$ cat src/uim_pkg.sv
// Shared constants and types for the interrupt and modem control block.
// Assumes a byte-wide register view carried in the low lane of a 32-bit bus.
package uim_pkg;

  // ==========================================================================
  // Register byte addresses
  localparam logic [4:0] ADDR_IER     = 5'h04;
  localparam logic [4:0] ADDR_IIR_FCR = 5'h08;
  localparam logic [4:0] ADDR_MCR     = 5'h10;
  localparam logic [4:0] ADDR_MSR     = 5'h18;
  localparam logic [4:0] ADDR_SCR     = 5'h1C;

  // ==========================================================================
  // Identification codes, bits 3 to 0
  localparam logic [3:0] IIR_NONE     = 4'h1;
  localparam logic [3:0] IIR_LINE     = 4'h6;
  localparam logic [3:0] IIR_RXDATA   = 4'h4;
  localparam logic [3:0] IIR_TIMEOUT  = 4'hC;
  localparam logic [3:0] IIR_TX_HOLDING_EMPTY     = 4'h2;
  localparam logic [3:0] IIR_MODEM    = 4'h0;

  // ==========================================================================
  // Field positions
  localparam int IER_RX       = 0;
  localparam int IER_TX       = 1;
  localparam int IER_LS       = 2;
  localparam int IER_MS       = 3;
  localparam int MCR_DTR      = 0;
  localparam int MCR_RTS      = 1;
  localparam int MCR_OUT1     = 2;
  localparam int MCR_OUT2     = 3;
  localparam int MCR_LOOP     = 4;
  localparam int FCR_EN       = 0;
  localparam int FCR_RXCLR    = 1;
  localparam int FCR_TXCLR    = 2;
  localparam int FCR_TRIG_LSB = 6;

  // ==========================================================================
  // Reset values and counts
  localparam logic [3:0] IER_RST      = 4'h0;
  localparam logic [4:0] MCR_RST      = 5'h00;
  localparam logic [7:0] SCR_RST      = 8'h00;
  localparam logic [1:0] PRIME_DONE   = 2'h3;
  localparam logic [9:0] TIMEOUT_CHARS = 10'h004;
  localparam logic [9:0] TICKS_PER_BIT = 10'h010;

  // ==========================================================================
  // Carriers
  typedef struct packed {
    logic dcd_n;
    logic ri_n;
    logic dsr_n;
    logic cts_n;
  } uim_modem_in_s;

  typedef struct packed {
    logic out2_n;
    logic out1_n;
    logic rts_n;
    logic dtr_n;
  } uim_modem_out_s;

  typedef struct packed {
    logic        ack;
    logic [7:0]  rdata;
    logic [3:0]  interrupt_enable;
    logic [4:0]  modem_control;
    logic [7:0]  scratchpad;
    logic        fifo_en;
    logic [1:0]  trig;
    logic [3:0]  interrupt_identification;
    logic        irq;
    logic [3:0]  delta;
    logic [3:0]  msr_prev;
    logic [1:0]  prime;
    logic [3:0]  modem_s1;
    logic [3:0]  modem_s2;
    logic        sin_s1;
    logic        sin_s2;
    logic        rclk_s1;
    logic        rclk_s2;
    logic        rclk_s3;
    logic [9:0]  to_cnt;
    logic        tx_holding_empty_ind;
    logic        tx_holding_empty_pend;
    logic        two_held;
    logic        first;
    logic        txd_act;
    logic [9:0]  txd_cnt;
    logic        rx_clr;
    logic        tx_clr;
    logic        dr;
    logic        serial_out_pin;
    logic        rxin;
  } uim_state_s;

endpackage : uim_pkg

$ cat src/uim_core.sv
// Interrupt priority, interrupt enable, modem control and status, loopback,
// scratch storage and FIFO-mode interrupt timing of a serial transceiver.
// Assumes the shifters, FIFOs and line status logic sit outside on ref_clk_i.
//
// What this block does
// - Identification code stays frozen while the CPU reads it.
// - Bit 0 low means pending; bits 1 and 2 give top source.
// - Bit 3 marks timeout in FIFO mode only; bits 4, 5 read zero.
// - Bits 6 and 7 follow the FIFO enable bit.
// - Disabled sources never show or interrupt; status still updates.
// - Enable bits gate rx data, tx empty, line, modem; rest zero.
// - Modem control bits 0 to 3 drive their pins inverted.
// - Loopback holds serial out high and routes transmit into receive.
// - Loopback replaces modem inputs by control bits; pins go high.
// - Loopback modem interrupts come from control bits, still gated.
// - Modem control bits 5 to 7 read zero.
// - Change flags set on input change, clear on status read.
// - Flags for CTS, DSR, DCD any change; ring on trailing edge.
// - Any change flag raises a modem status interrupt.
// - Status high bits are inverted inputs, or control bits in loopback.
// - Eight-bit scratch register stores CPU data, affects nothing.
// - FIFO rx data interrupt follows occupancy against trigger level.
// - Line status beats rx data; timeout sits below rx data, above tx FIFO.
// - In FIFO mode data ready follows a non-empty receive FIFO.
// - Timeout after more than four character times of inactivity.
// - Timer restarts on received character or CPU FIFO read.
// - Tx FIFO empty interrupt clears on data write or INTERRUPT_IDENTIFICATION read.
// - Empty indication delayed unless two bytes held or mode toggled.
// - FIFO enable activates FIFOs; any mode change empties both.
// - Trigger field selects 1, 4, 8 or 14 bytes.
// - Priority: line status, rx data, tx empty, modem status.

`timescale 1ns/1ps

module uim_core #(
  parameter int LEVEL_W = 5
) (
  input  wire logic                   ref_clk_i,
  input  wire logic                   arst_n_i,
  input  wire logic                   ce_i,
  input  wire logic [4:0]             address_i,
  input  wire logic                   read_i,
  input  wire logic                   write_i,
  input  wire logic [31:0]            writedata_i,
  input  wire logic [3:0]             byteenable_i,
  output logic      [31:0]            readdata_o,
  output logic                        waitrequest_o,
  input  wire uim_pkg::uim_modem_in_s modem_in_i,
  output uim_pkg::uim_modem_out_s     modem_out_o,
  input  wire logic                   serial_in_pin_i,
  output logic                        serial_out_pin_o,
  input  wire logic                   rclk_i,
  input  wire logic                   tx_shift_i,
  output logic                        rx_serial_o,
  input  wire logic [3:0]             char_bits_i,
  input  wire logic                   line_status_err_i,
  input  wire logic                   rx_data_ready_i,
  input  wire logic [LEVEL_W-1:0]     rx_fifo_level_i,
  input  wire logic                   rx_char_i,
  input  wire logic                   rx_fifo_read_i,
  input  wire logic                   tx_holding_empty_i,
  input  wire logic [LEVEL_W-1:0]     tx_fifo_level_i,
  input  wire logic                   tx_write_i,
  output logic                        fifo_enable_bit_o,
  output logic                        rx_fifo_clear_o,
  output logic                        tx_fifo_clear_o,
  output logic                        data_ready_bit_o,
  output logic                        tx_holding_empty_o,
  output logic                        interrupt_output_o
);

  // ==========================================================================
  // Helpers
  function automatic logic [9:0] char_ticks(input logic [3:0] bits);
    char_ticks = 10'(bits) * uim_pkg::TICKS_PER_BIT;
  endfunction : char_ticks

  function automatic logic [LEVEL_W-1:0] trig_bytes(input logic [1:0] code);
    case (code)
      2'h0:    trig_bytes = LEVEL_W'(1);
      2'h1:    trig_bytes = LEVEL_W'(4);
      2'h2:    trig_bytes = LEVEL_W'(8);
      default: trig_bytes = LEVEL_W'(14);
    endcase
  endfunction : trig_bytes

  // ==========================================================================
  // State
  uim_pkg::uim_state_s st_reg;
  uim_pkg::uim_state_s st_next;

  logic       req;
  logic       go;
  logic       accept;
  logic       wr_ok;
  logic       loop_on;
  logic [3:0] msr_now;
  logic [3:0] msr_set;
  logic [9:0] to_limit;
  logic [9:0] tx_delay;
  logic       tick;
  logic       timeout;
  logic       src_ls;
  logic       src_rd;
  logic       src_to;
  logic       src_th;
  logic       src_ms;
  logic [3:0] code;
  logic [7:0] rd_mux;
  logic       fcr_en;
  logic       tx_empty_raw;
  logic       tx_holding_empty_clr;

  assign req     = read_i | write_i;
  assign go      = req & ~st_reg.ack;
  assign accept  = req & st_reg.ack;
  assign wr_ok   = accept & write_i & byteenable_i[0];
  assign loop_on = st_reg.modem_control[uim_pkg::MCR_LOOP];
  assign tick    = st_reg.rclk_s2 & ~st_reg.rclk_s3;
  assign fcr_en  = writedata_i[uim_pkg::FCR_EN];

  assign to_limit = uim_pkg::TIMEOUT_CHARS * char_ticks(char_bits_i);
  assign tx_delay = char_ticks(char_bits_i) - uim_pkg::TICKS_PER_BIT;
  assign timeout  = st_reg.to_cnt > to_limit;

  // Status high bits in {dcd, ri, dsr, cts} order.
  assign msr_now = loop_on ? {st_reg.modem_control[uim_pkg::MCR_OUT2],
                              st_reg.modem_control[uim_pkg::MCR_OUT1],
                              st_reg.modem_control[uim_pkg::MCR_DTR],
                              st_reg.modem_control[uim_pkg::MCR_RTS]}
                           : ~st_reg.modem_s2;

  assign msr_set = (st_reg.prime != uim_pkg::PRIME_DONE) ? 4'h0 :
                   {st_reg.msr_prev[3] ^ msr_now[3],
                    st_reg.msr_prev[2] & ~msr_now[2],
                    st_reg.msr_prev[1] ^ msr_now[1],
                    st_reg.msr_prev[0] ^ msr_now[0]};

  // ==========================================================================
  // Interrupt sources and priority
  assign src_ls = st_reg.interrupt_enable[uim_pkg::IER_LS] & line_status_err_i;
  assign src_rd = st_reg.interrupt_enable[uim_pkg::IER_RX] &
                  (st_reg.fifo_en ?
                   (rx_fifo_level_i >= trig_bytes(st_reg.trig))
                   : rx_data_ready_i);
  assign src_to = st_reg.interrupt_enable[uim_pkg::IER_RX] & st_reg.fifo_en & timeout;
  assign src_th = st_reg.interrupt_enable[uim_pkg::IER_TX] & st_reg.tx_holding_empty_pend;
  assign src_ms = st_reg.interrupt_enable[uim_pkg::IER_MS] & (|st_reg.delta);

  always_comb begin
    if (src_ls) begin
      code = uim_pkg::IIR_LINE;
    end else if (src_rd) begin
      code = uim_pkg::IIR_RXDATA;
    end else if (src_to) begin
      code = uim_pkg::IIR_TIMEOUT;
    end else if (src_th) begin
      code = uim_pkg::IIR_TX_HOLDING_EMPTY;
    end else if (src_ms) begin
      code = uim_pkg::IIR_MODEM;
    end else begin
      code = uim_pkg::IIR_NONE;
    end
  end

  always_comb begin
    case (address_i)
      uim_pkg::ADDR_IER:     rd_mux = {4'h0, st_reg.interrupt_enable};
      uim_pkg::ADDR_IIR_FCR: rd_mux = {st_reg.fifo_en, st_reg.fifo_en,
                                       2'h0, st_reg.interrupt_identification};
      uim_pkg::ADDR_MCR:     rd_mux = {3'h0, st_reg.modem_control};
      uim_pkg::ADDR_MSR:     rd_mux = {msr_now, st_reg.delta};
      uim_pkg::ADDR_SCR:     rd_mux = st_reg.scratchpad;
      default:               rd_mux = 8'h00;
    endcase
  end

  assign tx_empty_raw = tx_fifo_level_i == '0;
  assign tx_holding_empty_clr     = tx_write_i |
                        (accept & read_i &
                         address_i == uim_pkg::ADDR_IIR_FCR &
                         st_reg.interrupt_identification == uim_pkg::IIR_TX_HOLDING_EMPTY);

  // ==========================================================================
  // Next state
  always_comb begin
    st_next = st_reg;
    if (ce_i) begin
      st_next.rx_clr = 1'b0;
      st_next.tx_clr = 1'b0;

      // Input synchronisers.
      st_next.modem_s1 = modem_in_i;
      st_next.modem_s2 = st_reg.modem_s1;
      st_next.sin_s1   = serial_in_pin_i;
      st_next.sin_s2   = st_reg.sin_s1;
      st_next.rclk_s1  = rclk_i;
      st_next.rclk_s2  = st_reg.rclk_s1;
      st_next.rclk_s3  = st_reg.rclk_s2;
      if (st_reg.prime != uim_pkg::PRIME_DONE) begin
        st_next.prime = st_reg.prime + 2'h1;
      end

      // Bus slave: one wait cycle, side effects at the accepting edge.
      st_next.ack = go;
      if (go) begin
        st_next.rdata = rd_mux;
      end
      if (!(read_i && address_i == uim_pkg::ADDR_IIR_FCR)) begin
        st_next.interrupt_identification = code;
      end
      st_next.irq = src_ls | src_rd | src_to | src_th | src_ms;

      // Change flags: a new change wins over the read that clears them.
      st_next.msr_prev = msr_now;
      st_next.delta = ((accept && read_i && address_i == uim_pkg::ADDR_MSR)
                       ? 4'h0 : st_reg.delta) | msr_set;

      if (wr_ok) begin
        case (address_i)
          uim_pkg::ADDR_IER: st_next.interrupt_enable = writedata_i[3:0];
          uim_pkg::ADDR_MCR: st_next.modem_control = writedata_i[4:0];
          uim_pkg::ADDR_SCR: st_next.scratchpad = writedata_i[7:0];
          uim_pkg::ADDR_IIR_FCR: begin
            if (fcr_en != st_reg.fifo_en) begin
              st_next.fifo_en = fcr_en;
              st_next.rx_clr  = 1'b1;
              st_next.tx_clr  = 1'b1;
              st_next.first   = 1'b1;
            end
            if (fcr_en) begin
              st_next.rx_clr = st_next.rx_clr | writedata_i[uim_pkg::FCR_RXCLR];
              st_next.tx_clr = st_next.tx_clr | writedata_i[uim_pkg::FCR_TXCLR];
              st_next.trig   = writedata_i[uim_pkg::FCR_TRIG_LSB +: 2];
            end
          end
          default: begin
          end
        endcase
      end

      // Receive timeout timer.
      if (!st_reg.fifo_en || rx_fifo_level_i == '0 ||
          rx_char_i || rx_fifo_read_i) begin
        st_next.to_cnt = 10'h000;
      end else if (tick && st_reg.to_cnt <= to_limit) begin
        st_next.to_cnt = st_reg.to_cnt + 10'h001;
      end

      st_next.dr = st_reg.fifo_en ? (rx_fifo_level_i != '0)
                                  : rx_data_ready_i;

      // Transmit empty indication.
      if (!st_reg.fifo_en) begin
        st_next.tx_holding_empty_ind = tx_holding_empty_i;
        st_next.txd_act  = 1'b0;
      end else if (!tx_empty_raw) begin
        st_next.tx_holding_empty_ind = 1'b0;
        st_next.txd_act  = 1'b0;
        if (tx_fifo_level_i >= LEVEL_W'(2)) begin
          st_next.two_held = 1'b1;
        end
      end else if (!st_reg.tx_holding_empty_ind && !st_reg.txd_act) begin
        if (st_reg.two_held || st_reg.first) begin
          st_next.tx_holding_empty_ind = 1'b1;
          st_next.two_held = 1'b0;
          st_next.first    = 1'b0;
        end else begin
          st_next.txd_act = 1'b1;
          st_next.txd_cnt = tx_delay;
        end
      end else if (st_reg.txd_act && tick) begin
        if (st_reg.txd_cnt == 10'h000) begin
          st_next.tx_holding_empty_ind = 1'b1;
          st_next.txd_act  = 1'b0;
        end else begin
          st_next.txd_cnt = st_reg.txd_cnt - 10'h001;
        end
      end
      st_next.tx_holding_empty_pend = (st_reg.tx_holding_empty_pend & ~tx_holding_empty_clr) |
                          (st_next.tx_holding_empty_ind & ~st_reg.tx_holding_empty_ind);

      // Loopback serial routing.
      st_next.serial_out_pin = loop_on | tx_shift_i;
      st_next.rxin = loop_on ? tx_shift_i : st_reg.sin_s2;
    end
  end

  always_ff @(posedge ref_clk_i or negedge arst_n_i) begin
    if (!arst_n_i) begin
      st_reg      <= '0;
      st_reg.interrupt_identification  <= uim_pkg::IIR_NONE;
      st_reg.interrupt_enable  <= uim_pkg::IER_RST;
      st_reg.modem_control  <= uim_pkg::MCR_RST;
      st_reg.scratchpad  <= uim_pkg::SCR_RST;
      st_reg.serial_out_pin <= 1'b1;
      st_reg.rxin <= 1'b1;
    end else begin
      st_reg <= st_next;
    end
  end

  // ==========================================================================
  // Outputs
  assign readdata_o         = {24'h000000, st_reg.rdata};
  assign waitrequest_o      = go;
  assign modem_out_o        = loop_on ? 4'hF : ~st_reg.modem_control[3:0];
  assign serial_out_pin_o   = st_reg.serial_out_pin;
  assign rx_serial_o        = st_reg.rxin;
  assign fifo_enable_bit_o  = st_reg.fifo_en;
  assign rx_fifo_clear_o    = st_reg.rx_clr;
  assign tx_fifo_clear_o    = st_reg.tx_clr;
  assign data_ready_bit_o   = st_reg.dr;
  assign tx_holding_empty_o = st_reg.tx_holding_empty_ind;
  assign interrupt_output_o = st_reg.irq;

endmodule : uim_core

$ cat config.mk
export PLATFORM = sky130hd
export DESIGN_NAME = uim_core
export DESIGN_NICKNAME = d
export VERILOG_FILES = /design/src/uim_pkg.sv /design/src/uim_core.sv
export SDC_FILE = /design/constraint.sdc
export NUM_CORES = 1
export LEC_CHECK = 0
export BUFFER_PORTS_ARGS = -buffer_cell sky130_fd_sc_hd__buf_2
export CAP_MARGIN = 15
export CORE_MARGIN = 5
export CORE_UTILIZATION = 58
export DETAILED_ROUTE_END_ITERATION = 12
export PLACE_DENSITY_LB_ADDON = 0.15
export REMOVE_ABC_BUFFERS = 1
export SKIP_LAST_GASP = 1
export SLEW_MARGIN = 30
export SYNTH_ARGS = -nofsm -noshare
export SYNTH_HDL_FRONTEND = slang
export SYNTH_SLANG_ARGS = --single-unit
export TNS_END_PERCENT = 5
$ cat constraint.sdc
create_clock -name ref_clk_i -period 5.8 [get_ports ref_clk_i]
set_input_delay 1.16 -clock ref_clk_i [delete_from_list [all_inputs] [get_ports ref_clk_i]]
set_output_delay 1.16 -clock ref_clk_i [all_outputs]
set_load 0.01 [all_outputs]
==> reports/metrics.csv <==
metric,value,unit
DPL Wire Length,7950,um
FMAX,0.330,GHz
GR Overflow Total,0,
Largest register FFs,70,
Routed Wire Length,10500,um
switch share,0.276,
min cycle time layout,3.03,ns
antenna violations before repair,0,
Iteration-0 DRC Markers,184,
row count,33,
CTS tree,built,
number of synthesized flops with an enable pin,0,
Die H,101,um
Unique masters post-synth,65,
startpoint types,input port,
postcts setup bufs,0,
clock tree sinks,87,
First-pass DRT Iterations,4,
vias in the first global route,3621,
H-tree levels,3,
Cell Int Power,1.05,mW
clk buf depth,2,
Final setup viols,0,
Slew Limit Fails,0,
total number of vias,3672,
start point of the critical path,ce_i,
Slew Limit Headroom,0.439,
Nets,623,
Final Cycle Share,0.523,
YS warnings,0,
first-pass GRT wire length,17300,um
CTS Buf Count,9,
register area,2180,um^2
Critical Path RT,6.03,ns
I/O pin count,118,
Clock transition at path regs,0.09,ns
Worst-Margin Slew,0.840,ns
"Seq/Total Area, Yosys",0.453,
pin count of the biggest net entering global routing,64,
area of the multi-input gates,2290,um^2
Max Cap Viol,0,
worst reg2reg endpoint,st_reg[18]$_DFFE_PN0P_,
Layout area overhead,10.3,%
dpl cell area,5060,um^2
Core ar.,8130,um^2
outcome,"complete, no violations",
FILL cells,687,
Critical Path Fanout Max,25,
Final ANT Viol Nets,0,
# DRC,0,
Reg-to-Reg Start,st_reg[11]$_DFFE_PN0P_,
initial core utilization,0.591,
cell area power density,274,nW/um^2
Worst Path Arrival,3.26,ns
per-cell routed wire length,16.3,um
Main synth FF type,dfrtp_1,
critical path capture point,st_reg[61]$_DFFE_PN0P_,
clock power share,0.358,
number of port buffers,66,
die width,101,um
clk root buf,clkbuf_8,
Antenna Cells,0,
"Cell Area, Synth",4810,um^2
asr flop ratio synth,1.00,
routed vias/inst,5.68,
setup_tns,0,ns
Post-Syn Instances,483,
clock network latency to the later pin of the worst-skew pair,0.36,ns
reg2reg setup slack,3.58,ns
# resized after CTS,0,
unrepaired setup endpoints after global routing,no,
design area,5310,um^2
Max Clock Skew,0.0132,ns
R2R depth,5,
CP Capture Type,register,
ratio of cells with drive above 1 in the final layout,0.240,
peak supply drop,0.163,mV
Global Route Usage Sum,0.213,
worst hold path type,reg -> reg,
Setup CP Type,in -> reg,
Pleak,2.42,nW
Die ar.,10200,um^2
Net Sw Power,0.401,mW
hold_buf cts,0,
Sequential Power Share,0.491,
Logic pwr share,0.150,
Final Hold Viols,0,
GP Congestion,0.838,
Yosys reg bits,87,
Avg Synthesized Cell Area,9.96,um^2
-- cells in the mapped netlist (2+ instances only) --
cell type,n,area [um^2]
dfstp_2,3,78.8
buf_2,5,25.0
nor2_1,26,97.6
nand2_1,39,146
nand2b_1,9,56.3
o22ai_1,4,25.0
nor3b_1,3,22.5
nor3_1,12,60.1
or2_2,2,12.5
and2_1,4,25.0
clkbuf_1,9,33.8
and3b_1,2,17.5
xor2_1,3,26.3
o211ai_1,6,45.0
nand3_1,12,60.1
a32oi_1,2,17.5
xnor2_1,7,61.3
nor2b_1,4,25.0
a22o_1,7,61.3
o31a_1,2,17.5
inv_1,29,109
a22oi_1,11,82.6
mux2_2,36,405
ha_1,14,175
nor4_1,6,37.5
dfrtp_1,84,2100
o21ai_0,22,110
mux2i_1,5,50.1
o21a_1,4,30.0
and3_1,4,25.0
buf_1,2,7.51
a21oi_1,22,110
buf_4,32,240
or4_1,4,30.0
nand4_1,7,43.8
o31ai_1,5,37.5
or3_1,7,43.8
-- layer usage --
metal	global-route usage	vias up	part of all wire
met5	0	-	0
met4	0.0736	0	0.015
met3	0.0346	11	0.042
met2	0.363	85	0.51
met1	0.274	1800	0.43
li1	-	1776	-
-- power groups by stage --
stage,Sequential [mW],Clock (mW),Combinational [mW]
floorplan,0.714,0,0.143
global placement,0.721,0,0.211
detailed placement,0.725,0,0.219
CTS,0.713,0.531,0.221
global route,0.722,0.560,0.247
finish,0.714,0.521,0.219
-- worst max-delay path: stages --
cell	delay (ns)
buf_2	0.36
buf_4	0.36
nand4_1	0.23
nor2b_1	0.71
mux2_2	0.42
-- placed cells by master (no fill, tap or decap), types with 5 or more instances in the layout --
cell type and instances:
nand4_1 7, mux2i_1 5, conb_1 24, clkbuf_8 9, ha_1 14, a21oi_1 22, a22o_1 7, o211ai_1 6
buf_2 65, inv_1 29, dfrtp_1 84, nor4_1 6, nand3_1 12, nand2_1 39, or3_1 7, nor3_1 12
xnor2_1 7, o31ai_1 5, nor2_1 26, o21ai_0 22, mux2_2 36, nand2b_1 9, a22oi_1 11
-- through the flow --
step / utilization / power [mW] / hold slack, ns / setup slack [ns] / instances
after global routing: 0.652 / 1.53 / 0.503 / 2.65 / 646
after floorplan: - / 0.856 / 0.453 / 3.08 / 457
after CTS: 0.652 / 1.46 / 0.491 / 2.79 / 646
final: 0.652 / 1.45 / 0.488 / 2.77 / 646
after detailed placement: 0.622 / 0.944 / 0.474 / 2.42 / 630
after global placement: 0.622 / 0.933 / 0.467 / 2.46 / 630
-- worst min-delay path by stage --
stage	startpoint	to	slack, ns	cells after the start
floorplan	st_reg[43]$_DFFE_PN0P_	st_reg[43]$_DFFE_PN0P_	0.45	1
CTS	st_reg[43]$_DFFE_PN0P_	st_reg[43]$_DFFE_PN0P_	0.49	1
global route	st_reg[43]$_DFFE_PN0P_	st_reg[43]$_DFFE_PN0P_	0.50	1
detailed placement	st_reg[43]$_DFFE_PN0P_	st_reg[43]$_DFFE_PN0P_	0.47	1
finish	st_reg[43]$_DFFE_PN0P_	st_reg[43]$_DFFE_PN0P_	0.49	1
global placement	st_reg[43]$_DFFE_PN0P_	st_reg[43]$_DFFE_PN0P_	0.47	1
-- layout make-up --
cell class	instances	share of cell area
clock buffers	9	0.0233
clock inverters	7	0.0233
inverters	29	0.0205
multi-input cells	341	0.431
flip-flops and latches	87	0.411
well taps	105	0.0248
repair buffers	68	0.0656
-- cell families (layout without fill, tap and decap cells) --
| group | Yosys count | in the layout | share of synthesized area |
|---|---|---|---|
| compound gates | 103 | 103 | 0.147 |
| buf+inv | 78 | 113 | 0.0887 |
| fa+ha+maj | 14 | 14 | 0.0364 |
| xor+xnor | 10 | 10 | 0.0182 |
| other cells | 1 | 24 | 0.000780 |
| mux | 42 | 42 | 0.0970 |
| simple gates | 148 | 148 | 0.159 |
| flops | 87 | 87 | 0.453 |
(Power assumes the default switching activity.)
